File: src/irl_pkg.sv
package irl_pkg;
   // ****************************************************************
   // Control register layout
   // ****************************************************************
   localparam int CTL_GIE_BIT = 7;
   localparam int CTL_PEIE_BIT = 6;
   localparam int CTL_T0IE_BIT = 5;
   localparam int CTL_INTE_BIT = 4;
   localparam int CTL_RBIE_BIT = 3;
   localparam int CTL_T0IF_BIT = 2;
   localparam int CTL_INTF_BIT = 1;
   localparam int CTL_RBIF_BIT = 0;
   localparam logic [7:0] CTL_RESET = 8'h00;
   localparam logic [7:0] PERIPH_RESET = 8'h00;
   // ****************************************************************
   // Vectoring and timing
   // ****************************************************************
   localparam logic [12:0] IRQ_VECTOR = 13'h0004;
   localparam int SRC_COUNT = 11;
   localparam int CORE_SRC_COUNT = 3;
   localparam int PERIPH_SRC_COUNT = SRC_COUNT - CORE_SRC_COUNT;
   localparam int CLK_PER_INSTR = 4;
   localparam int LAT_MIN_INSTR = 3;
   localparam int LAT_MAX_INSTR = 4;
   // Instruction cycles from acceptance to the vector; the pin synchroniser
   // and the wait for a cycle boundary make up the rest of the latency
   localparam int PIPE_INSTR = LAT_MIN_INSTR - 2;
   typedef enum logic [2:0] {
      IRL_IDLE = 3'b001,
      IRL_WAIT = 3'b010,
      IRL_VEC = 3'b100
   } irl_state_t;
endpackage

File: src/irl_cycle_div.sv
`timescale 1ns/1ps
`default_nettype none
module irl_cycle_div #(
   parameter int DIV = 4
) (
   // Clock and reset
   input wire logic mclk,
   input wire logic rst_n,
   // One pulse per instruction cycle
   output logic cyc_en
);
   localparam int CW = (DIV > 1) ? $clog2(DIV) : 1;
   if (DIV < 1) begin : g_bad_div
      $error("DIV must be at least 1");
   end
   logic [CW-1:0] cnt_reg;
   logic [CW-1:0] cnt_next;
   logic en_next;

   always_comb begin
      en_next = (cnt_reg == CW'(DIV - 1));
      cnt_next = en_next ? '0 : cnt_reg + 1'b1;
   end

   always_ff @(posedge mclk or negedge rst_n) begin
      if (!rst_n) begin
         cnt_reg <= '0;
         cyc_en <= 1'b0;
      end else begin
         cnt_reg <= cnt_next;
         cyc_en <= en_next;
      end
   end
endmodule
`default_nettype wire

File: src/irl_sync.sv
`timescale 1ns/1ps
`default_nettype none
module irl_sync (
   // Clock and reset
   input wire logic mclk,
   input wire logic rst_n,
   // Asynchronous level in, one-cycle rising pulse out
   input wire logic async_in,
   output logic rise_pulse
);
   logic [2:0] sh_reg;
   logic [2:0] sh_next;
   logic level_reg;
   logic level_next;
   logic rise_next;

   always_comb begin
      sh_next = {sh_reg[1:0], async_in};
      level_next = level_reg;
      // Accept a change only once stages two and three agree
      if (sh_reg[1] == sh_reg[2]) begin
         level_next = sh_reg[2];
      end
      rise_next = level_next & ~level_reg;
   end

   always_ff @(posedge mclk or negedge rst_n) begin
      if (!rst_n) begin
         sh_reg <= 3'h0;
         level_reg <= 1'b0;
         rise_pulse <= 1'b0;
      end else begin
         sh_reg <= sh_next;
         level_reg <= level_next;
         rise_pulse <= rise_next;
      end
   end
endmodule
`default_nettype wire

File: src/irl_top.sv
`timescale 1ns/1ps
`default_nettype none
module irl_top #(
   parameter int PC_W = 13
) (
   // Clock and reset
   input wire logic mclk,
   input wire logic reset_n,
   // External event pins, asynchronous
   input wire logic ext_irq_pin,
   input wire logic portb_change_pin,
   // Internal events, one-cycle pulses on mclk
   input wire logic timer_zero_ovf,
   input wire logic [irl_pkg::PERIPH_SRC_COUNT-1:0] periph_evt_a,
   input wire logic [irl_pkg::PERIPH_SRC_COUNT-1:0] periph_evt_b,
   // Core register writes
   input wire logic ctl_wr,
   input wire logic [7:0] ctl_wdata,
   input wire logic flag_a_wr,
   input wire logic [7:0] flag_a_wdata,
   input wire logic flag_b_wr,
   input wire logic [7:0] flag_b_wdata,
   input wire logic mask_a_wr,
   input wire logic [7:0] mask_a_wdata,
   input wire logic mask_b_wr,
   input wire logic [7:0] mask_b_wdata,
   // Core sequencer
   input wire logic return_from_irq_instr,
   input wire logic [PC_W-1:0] core_pc,
   // Register views
   output logic [7:0] irq_control_reg,
   output logic [7:0] periph_flag_reg_a,
   output logic [7:0] periph_flag_reg_b,
   output logic [7:0] periph_mask_reg_a,
   output logic [7:0] periph_mask_reg_b,
   // Vectoring
   output logic irq_request,
   output logic vector_load,
   output logic [PC_W-1:0] vector_pc,
   output logic stack_push,
   output logic [PC_W-1:0] stack_addr,
   output logic cycle_en
);
   // Elaboration checks: the vector must fit the counter, and the flag
   // registers hold three control sources plus two peripheral bytes at most
   if (PC_W < 13) begin : g_bad_pc_w
      $error("PC_W must hold the vector address");
   end
   if (irl_pkg::SRC_COUNT > irl_pkg::CORE_SRC_COUNT + 16) begin : g_bad_src
      $error("too many sources");
   end
   if (irl_pkg::PERIPH_SRC_COUNT != 8) begin : g_bad_periph
      $error("peripheral event ports must match the flag registers");
   end

   // ****************************************************************
   // Reset release and instruction cycle
   // ****************************************************************
   logic [1:0] rst_sh_reg;
   logic rst_n;
   always_ff @(posedge mclk or negedge reset_n) begin
      if (!reset_n) begin
         rst_sh_reg <= 2'h0;
      end else begin
         rst_sh_reg <= {rst_sh_reg[0], 1'b1};
      end
   end
   assign rst_n = rst_sh_reg[1];

   logic cyc;
   irl_cycle_div #(.DIV(irl_pkg::CLK_PER_INSTR)) u_div (
      .mclk(mclk),
      .rst_n(rst_n),
      .cyc_en(cyc)
   );

   // ****************************************************************
   // External event synchronisers
   // ****************************************************************
   logic ext_rise;
   logic rbc_rise;
   irl_sync u_sync_ext (
      .mclk(mclk),
      .rst_n(rst_n),
      .async_in(ext_irq_pin),
      .rise_pulse(ext_rise)
   );
   irl_sync u_sync_rbc (
      .mclk(mclk),
      .rst_n(rst_n),
      .async_in(portb_change_pin),
      .rise_pulse(rbc_rise)
   );

   // ****************************************************************
   // Flag and mask registers
   // ****************************************************************
   logic [7:0] ctl_reg;
   logic [7:0] ctl_next;
   logic [7:0] fa_reg;
   logic [7:0] fa_next;
   logic [7:0] fb_reg;
   logic [7:0] fb_next;
   logic [7:0] ma_reg;
   logic [7:0] ma_next;
   logic [7:0] mb_reg;
   logic [7:0] mb_next;
   logic accept;
   logic req_next;

   // Software write first, then hardware sets, so an event never gets lost
   function automatic logic [7:0] flag_upd(input logic [7:0] cur, input logic wr,
                                           input logic [7:0] wd, input logic [7:0] ev);
      logic [7:0] v;
      v = wr ? wd : cur;
      return v | ev;
   endfunction

   always_comb begin
      ctl_next = ctl_reg;
      if (ctl_wr) begin
         ctl_next = ctl_wdata;
      end
      // Sources set their flags independently of any enable
      ctl_next[irl_pkg::CTL_INTF_BIT] = ctl_next[irl_pkg::CTL_INTF_BIT] | ext_rise;
      ctl_next[irl_pkg::CTL_RBIF_BIT] = ctl_next[irl_pkg::CTL_RBIF_BIT] | rbc_rise;
      ctl_next[irl_pkg::CTL_T0IF_BIT] =
         ctl_next[irl_pkg::CTL_T0IF_BIT] | timer_zero_ovf;
      // Acceptance wins over a same-cycle software set of the enable
      if (return_from_irq_instr) begin
         ctl_next[irl_pkg::CTL_GIE_BIT] = 1'b1;
      end
      if (accept) begin
         ctl_next[irl_pkg::CTL_GIE_BIT] = 1'b0;
      end
      fa_next = flag_upd(fa_reg, flag_a_wr, flag_a_wdata, periph_evt_a);
      fb_next = flag_upd(fb_reg, flag_b_wr, flag_b_wdata, periph_evt_b);
      ma_next = mask_a_wr ? mask_a_wdata : ma_reg;
      mb_next = mask_b_wr ? mask_b_wdata : mb_reg;
   end

   // ****************************************************************
   // Request combine
   // ****************************************************************
   logic core_pend;
   logic periph_pend;
   always_comb begin
      core_pend = (ctl_reg[irl_pkg::CTL_T0IE_BIT] & ctl_reg[irl_pkg::CTL_T0IF_BIT])
                | (ctl_reg[irl_pkg::CTL_INTE_BIT] & ctl_reg[irl_pkg::CTL_INTF_BIT])
                | (ctl_reg[irl_pkg::CTL_RBIE_BIT] & ctl_reg[irl_pkg::CTL_RBIF_BIT]);
      periph_pend = ctl_reg[irl_pkg::CTL_PEIE_BIT]
                  & (|(fa_reg & ma_reg) | |(fb_reg & mb_reg));
      req_next = ctl_reg[irl_pkg::CTL_GIE_BIT] & (core_pend | periph_pend);
   end

   // ****************************************************************
   // Acceptance sequencer
   // ****************************************************************
   // Request is sampled at instruction-cycle boundaries only and the wait is a
   // fixed count, so the instruction length cannot change the latency.
   irl_pkg::irl_state_t st_reg;
   irl_pkg::irl_state_t st_next;
   logic [1:0] wait_reg;
   logic [1:0] wait_next;
   logic vec_next;
   logic [PC_W-1:0] stk_next;
   logic [PC_W-1:0] stk_reg;

   always_comb begin
      st_next = st_reg;
      wait_next = wait_reg;
      accept = 1'b0;
      vec_next = 1'b0;
      stk_next = stk_reg;
      case (st_reg)
         irl_pkg::IRL_IDLE: begin
            if (cyc && req_next) begin
               st_next = irl_pkg::IRL_WAIT;
               wait_next = 2'(irl_pkg::PIPE_INSTR - 1);
               accept = 1'b1;
               stk_next = core_pc;
            end
         end
         irl_pkg::IRL_WAIT: begin
            if (cyc) begin
               if (wait_reg == 2'h0) begin
                  st_next = irl_pkg::IRL_VEC;
               end else begin
                  wait_next = wait_reg - 2'h1;
               end
            end
         end
         irl_pkg::IRL_VEC: begin
            vec_next = 1'b1;
            st_next = irl_pkg::IRL_IDLE;
         end
         default: begin
            st_next = irl_pkg::IRL_IDLE;
         end
      endcase
   end

   always_ff @(posedge mclk or negedge rst_n) begin
      if (!rst_n) begin
         ctl_reg <= irl_pkg::CTL_RESET;
         fa_reg <= irl_pkg::PERIPH_RESET;
         fb_reg <= irl_pkg::PERIPH_RESET;
         ma_reg <= irl_pkg::PERIPH_RESET;
         mb_reg <= irl_pkg::PERIPH_RESET;
         st_reg <= irl_pkg::IRL_IDLE;
         wait_reg <= 2'h0;
         stk_reg <= '0;
      end else begin
         ctl_reg <= ctl_next;
         fa_reg <= fa_next;
         fb_reg <= fb_next;
         ma_reg <= ma_next;
         mb_reg <= mb_next;
         st_reg <= st_next;
         wait_reg <= wait_next;
         stk_reg <= stk_next;
      end
   end

   // ****************************************************************
   // Registered outputs
   // ****************************************************************
   always_ff @(posedge mclk or negedge rst_n) begin
      if (!rst_n) begin
         irq_control_reg <= irl_pkg::CTL_RESET;
         periph_flag_reg_a <= irl_pkg::PERIPH_RESET;
         periph_flag_reg_b <= irl_pkg::PERIPH_RESET;
         periph_mask_reg_a <= irl_pkg::PERIPH_RESET;
         periph_mask_reg_b <= irl_pkg::PERIPH_RESET;
         irq_request <= 1'b0;
         vector_load <= 1'b0;
         vector_pc <= '0;
         stack_push <= 1'b0;
         stack_addr <= '0;
         cycle_en <= 1'b0;
      end else begin
         irq_control_reg <= ctl_next;
         periph_flag_reg_a <= fa_next;
         periph_flag_reg_b <= fb_next;
         periph_mask_reg_a <= ma_next;
         periph_mask_reg_b <= mb_next;
         irq_request <= req_next;
         vector_load <= vec_next;
         vector_pc <= PC_W'(irl_pkg::IRQ_VECTOR);
         stack_push <= accept;
         stack_addr <= accept ? core_pc : stk_reg;
         cycle_en <= cyc;
      end
   end
endmodule
`default_nettype wire

File: config.mk
export PLATFORM = sky130hd
export DESIGN_NAME = irl_top
export DESIGN_NICKNAME = d
export VERILOG_FILES = /design/src/irl_pkg.sv /design/src/irl_cycle_div.sv /design/src/irl_sync.sv /design/src/irl_top.sv
export SDC_FILE = /design/constraint.sdc
export NUM_CORES = 1
export LEC_CHECK = 0
export BUFFER_PORTS_ARGS = -buffer_cell sky130_fd_sc_hd__buf_2
export CORE_AREA = 2 2 85 87
export CTS_BUF_LIST = sky130_fd_sc_hd__clkbuf_4
export DETAILED_ROUTE_END_ITERATION = 16
export DIE_AREA = 0 0 87 89
export GPL_ROUTABILITY_DRIVEN = 0
export PLACE_DENSITY = 0.87
export SLEW_MARGIN = 15
export SYNTH_ARGS = -nofsm -noshare
export SYNTH_HDL_FRONTEND = slang
export SYNTH_SLANG_ARGS = --single-unit
File: constraint.sdc
create_clock -name mclk -period 5.4 [get_ports mclk]
set_input_delay 0.81 -clock mclk [delete_from_list [all_inputs] [get_ports mclk]]
set_output_delay 0.81 -clock mclk [all_outputs]
set_load 0.05 [all_outputs]
======== Word level (Yosys, flattened, before mapping) ========
Index checks and enable logic that the tools add are counted.
word-level totals
  register bits after elaboration ......... 91
  bits of input ports ..................... 80
  output and inout bits ................... 70
  logic and storage cells ................. 86
cells by class
  add/sub/neg operators ................... 2
  eq/ne operators ......................... 10
  multiplexer cells ....................... 20
  bitwise gates (word level) .............. 20
  reductions and logical operators ........ 9
operators by type and width
  operator                                        count
  two-way mux 8 bit                               3
  bitwise AND 8 bit                               2
  bitwise OR 8 bit                                2
  OR reduction 8 bit                              2
  two-way mux 13 bit                              1
  two-way mux 3 bit                               3
  two-way mux 2 bit                               4
  bitwise AND 1 bit                               7
  two-way mux 1 bit                               7
  bitwise OR 1 bit                                7
  != test 2 bit (second input constant)           3
  case mux 3 bit (2 select lines)                 1
  case mux 2 bit (2 select lines)                 1
  AND reduction 4 bit                             1
  == test 3 x 1 -> 1 bit (second input constant)  1
  == test 3 x 2 -> 1 bit (second input constant)  1
  == test 3 bit (second input constant)           1
  AND reduction 3 bit                             1
  nonzero test 3 bit                              1
  adder 2 x 1 -> 2 bit (second input constant)    1
  == test 1 bit                                   2
  == test 2 bit (second input constant)           1
  logical NOT 2 bit                               1
  != test 2 x 1 -> 1 bit (second input constant)  1
  other kinds (5)                                 6

======== Logic depth before layout (Yosys ltp) ========
  depth in word-level cells ............... 10
  mapped depth ............................ 8
  mapped depth without buffers ............ 6

======== Modules after synthesis ========
Synthesis repeated with hierarchy kept, for this count alone.
unflattened totals
  cells, all modules ...................... 225
  area, all modules ....................... 3430.8 um^2
modules (own cells, without submodules)
  module         times used  cells each  area an instance (um^2)  sequential area each (um^2)
  irl_top        1           206         3046.7                   1953.1
  irl_sync       2           7           146.4                    125.1
  irl_cycle_div  1           5           91.3                     75.1

======== Least setup slack after synthesis ========
Ideal clock, no wire load.
  path kind ............................... register to register
  from .................................... register, netlist name periph_flag_reg_a[4]
  to ...................................... register stack_addr[10]
  library setup time ...................... 0.127 ns
  data arrival time ....................... 1.961 ns
  required time ........................... 5.273 ns
  slack ................................... 3.312 ns
  cell stages (with the launch flop) ...... 9
  path buffers ............................ 2
  clock period less this slack ............ 2.088 ns
  path through ............................ dfrtp_1 -> a22o_1 -> a221oi_2 -> and4_1 -> o22ai_2 -> nand4b_2 -> buf_6 -> buf_12 -> mux2_4
RTL lines
  what                  RTL line        RTL
  to (signal assigned)  irl_top.sv:251  stack_addr <= accept ? core_pc : stk_reg;
  to (decl)             irl_top.sv:41   output logic [PC_W-1:0] stack_addr,

==> impl_metrics.csv <==
group,metric,value,unit
sta,finalSetupTns,0,ns
sta,fin_crit,2.178,ns
sta,setup_viol,0,
worst_setup_path,slowest_delay,0.43,ns
logic_synthesis,yosysSeqAreaShare,66.56,%
worst_setup_path,cp-end-kind,"flop",
drt,ant_nets,0,
clock_tree,ctsResizeCount,0,
final_layout,drive_above_1_share,52.14,%
final_layout,antenna_cells,0,
clock_tree,cts_tree,"done",
sta,clock_skew,0.01853,ns
logic_synthesis,synth_common_cells,"dfrtp_1 (90), mux2_2 (29), nor2b_1 (21), a211o_1 (19), buf_4 (12)",
worst_setup_path,cp_max_fo,19,
logic_synthesis,syn_area_per_cell,15.08,µm²
logic_synthesis,async_flop_share,100.0,%
clock_tree,numCtsBuffers,9,
logic_synthesis,syn_inst,227,
drt,num_vias,2258,
clock_tree,cts-root-buf,"clkbuf_4",
sta,tightest_slew,0.6331,ns
worst_setup_path,critPathTopFamily,"simple AND/OR/NAND/NOR gates",
worst_setup_path,start_kind,"flop",
die,die_y,89,µm
worst_setup_path,slowest_stage,"dfrtp_1",
die,io_pins,150,
worst_hold_path,hold_class,"in2async",
clock_tree,cts.sinks,91,
clock_tree,post_cts_buffers,0,
logic_synthesis,ys_ff_latch,91,
global_routing,overflow,0,
die,initial_core_util,50.95,%
sta,fmax,0.4592,GHz
worst_setup_path,worstPathBufferInverterCount,0,
final_layout,nNetsFinal,451,
placed_design,post-dp-hpwl,5160,µm
clock_tree,clk_pin_slew,0.14,ns
logic_synthesis,synth_edf_count,0,
sta,rsz0062_at_grt,"no",
drt,drtIter0Drc,90,
clock_tree,cts_buffer_depth,2,
die,core,6719,µm²
drt,drcViolationCount,0,
worst_setup_path,critPathRequiredTime,5.71,ns
logic_synthesis,synth_cell_type_count,32,
global_routing,antenna_found_initial,0,
final_layout,fill_cells,510,
power_and_ir_drop,leakage,2.122,nW
logic_synthesis,yosysTopAreaCellShare,65.79,%
logic_synthesis,synth_largest_area_cell,"dfrtp_1",
sta,slew_violations,0,
sta,slew_headroom,57.64,%
worst_setup_path,r2r_cells,6,
logic_synthesis,synth_area_leaders,"dfrtp_1 (66%), mux2_2 (9.5%), a211o_1 (4.9%)",
drt,first_pass_iters,4,
drt,vias_per_cell,4.974,
power_and_ir_drop,max-vdd-ir-drop,188.8,µV
clock_tree,h-tree-depth,3,
sta,post-route-period-util,40.33,%
die,fp.dieW,87,µm
clock_tree,postCtsHoldBufs,0,
status,run_status,"completed",
flow_run,cap_violations,0,
logic_synthesis,synth_top_flop_cell,"dfrtp_1",
clock_tree,clock_latency,0.43,ns
logic_synthesis,yosysWarnings,0,
drt,wire_per_inst,15.44,µm
worst_setup_path,crit_chain,"a22o_1 -> a221oi_2 -> and4_1 -> o22ai_2 -> nand4b_2 -> mux2_2",
placed_design,portBuffers,137,
final_layout,final_util,63.78,%
drt,finalWirelength,7009,µm
sta,hold_viol,0,
global_routing,grt_usage,19.36,%
logic_synthesis,syn_area,3423,µm²
global_routing,grt_pass1_wl,11240,µm
die,die-area,7743,µm²
worst_setup_path,critical_path_arrival,2.49,ns
logic_synthesis,yosysMostFrequentCell,"dfrtp_1",
die,rows,30,
final_layout,area_growth,25.18,%
global_routing,grt_pass1_vias,2396,
worst_setup_path,worst-setup-path-type,"reg2reg",
worst_setup_path,path_depth,6,
global_routing,grt_start_max_net_pins,90,
power_and_ir_drop,power_density,382.7,nW/µm²
-- power by group --
part / switching (mW) / internal (mW) / total (mW) / leakage, nW
Sequential: 0.0462 / 0.772 / 0.818 / 1.06
Clock: 0.229 / 0.144 / 0.373 / 0.0748
Combinational: 0.314 / 0.136 / 0.449 / 0.991
-- cells by family after synthesis --
kind of cell	count (synthesis)	share of synthesized area (%)
AO/OA/AOI/OAI	34	9.357
AND/OR/NAND/NOR	39	6.616
adder cells (fa/ha/maj)	4	1.316
multiplexers	33	11.29
other	2	0.2194
buffers and inverters	24	4.642
flip-flops	91	66.56
-- cells in the final DEF, fill, tap and decap left out, types with 2 or more instances in the layout --
cell type  count
nand2_1        6
inv_1          5
inv_6          3
mux2_4         4
clkbuf_4       9
maj3_1         2
a22o_1         4
buf_2        137
a221oi_2       4
dfrtp_1       89
nor2b_1       21
mux2_2        29
nor2_1         5
a211o_1       19
ha_1           2
conb_1        14
-- path summary, 6_finish.rpt --
path,from,endpoint,slack [ns]
max in group asynchronous,rst_sh_reg[1],st_reg[0],4.41
min reg2reg,rst_sh_reg[1],periph_flag_reg_a[0],0.32
max reg2reg,periph_flag_reg_a[0],stk_reg[4],3.22
min,reset_n,rst_sh_reg[1],0.15
max,periph_flag_reg_a[0],stk_reg[4],3.22
min in group mclk,u_sync_ext.sh_reg[0],u_sync_ext.sh_reg[1],0.36
-- area by class of cell --
class                   instances  area [µm²]  area share (%)
multi-input cells             124        1031           24.06
flip-flops and latches         91        2282           53.26
well taps                      80       100.1           2.336
clock inverters                 7       72.57           1.693
repair buffers                138       713.2           16.64
clock buffers                   9       67.56           1.577
inverters                       5       18.77          0.4380
-- routing by layer --
layer	part of all wire (%)	global-route usage (%)	wire (µm)	vias up
li1	-	-	-	1060
met1	42	23.40	2961	1087
met2	50	31.71	3473	88
met3	4.9	3.970	342	23
met4	3.3	12.64	231	0
met5	0	0	0	-
-- through the flow --
step                      total power, mW  worst slack, ns  hold slack, ns  cells  cell area (µm²)
after floorplan                     1.181            2.679          0.3312    239             3468
after global placement              1.270            3.272          0.3354    437             4118
after detailed placement            1.283            3.211          0.3379    437             4118
after CTS                           1.657            3.182          0.1230    453             4258
after global routing                1.726            3.075         0.09475    454             4285
final                               1.640            3.222          0.1508    454             4285
(Power assumes the default switching activity.)
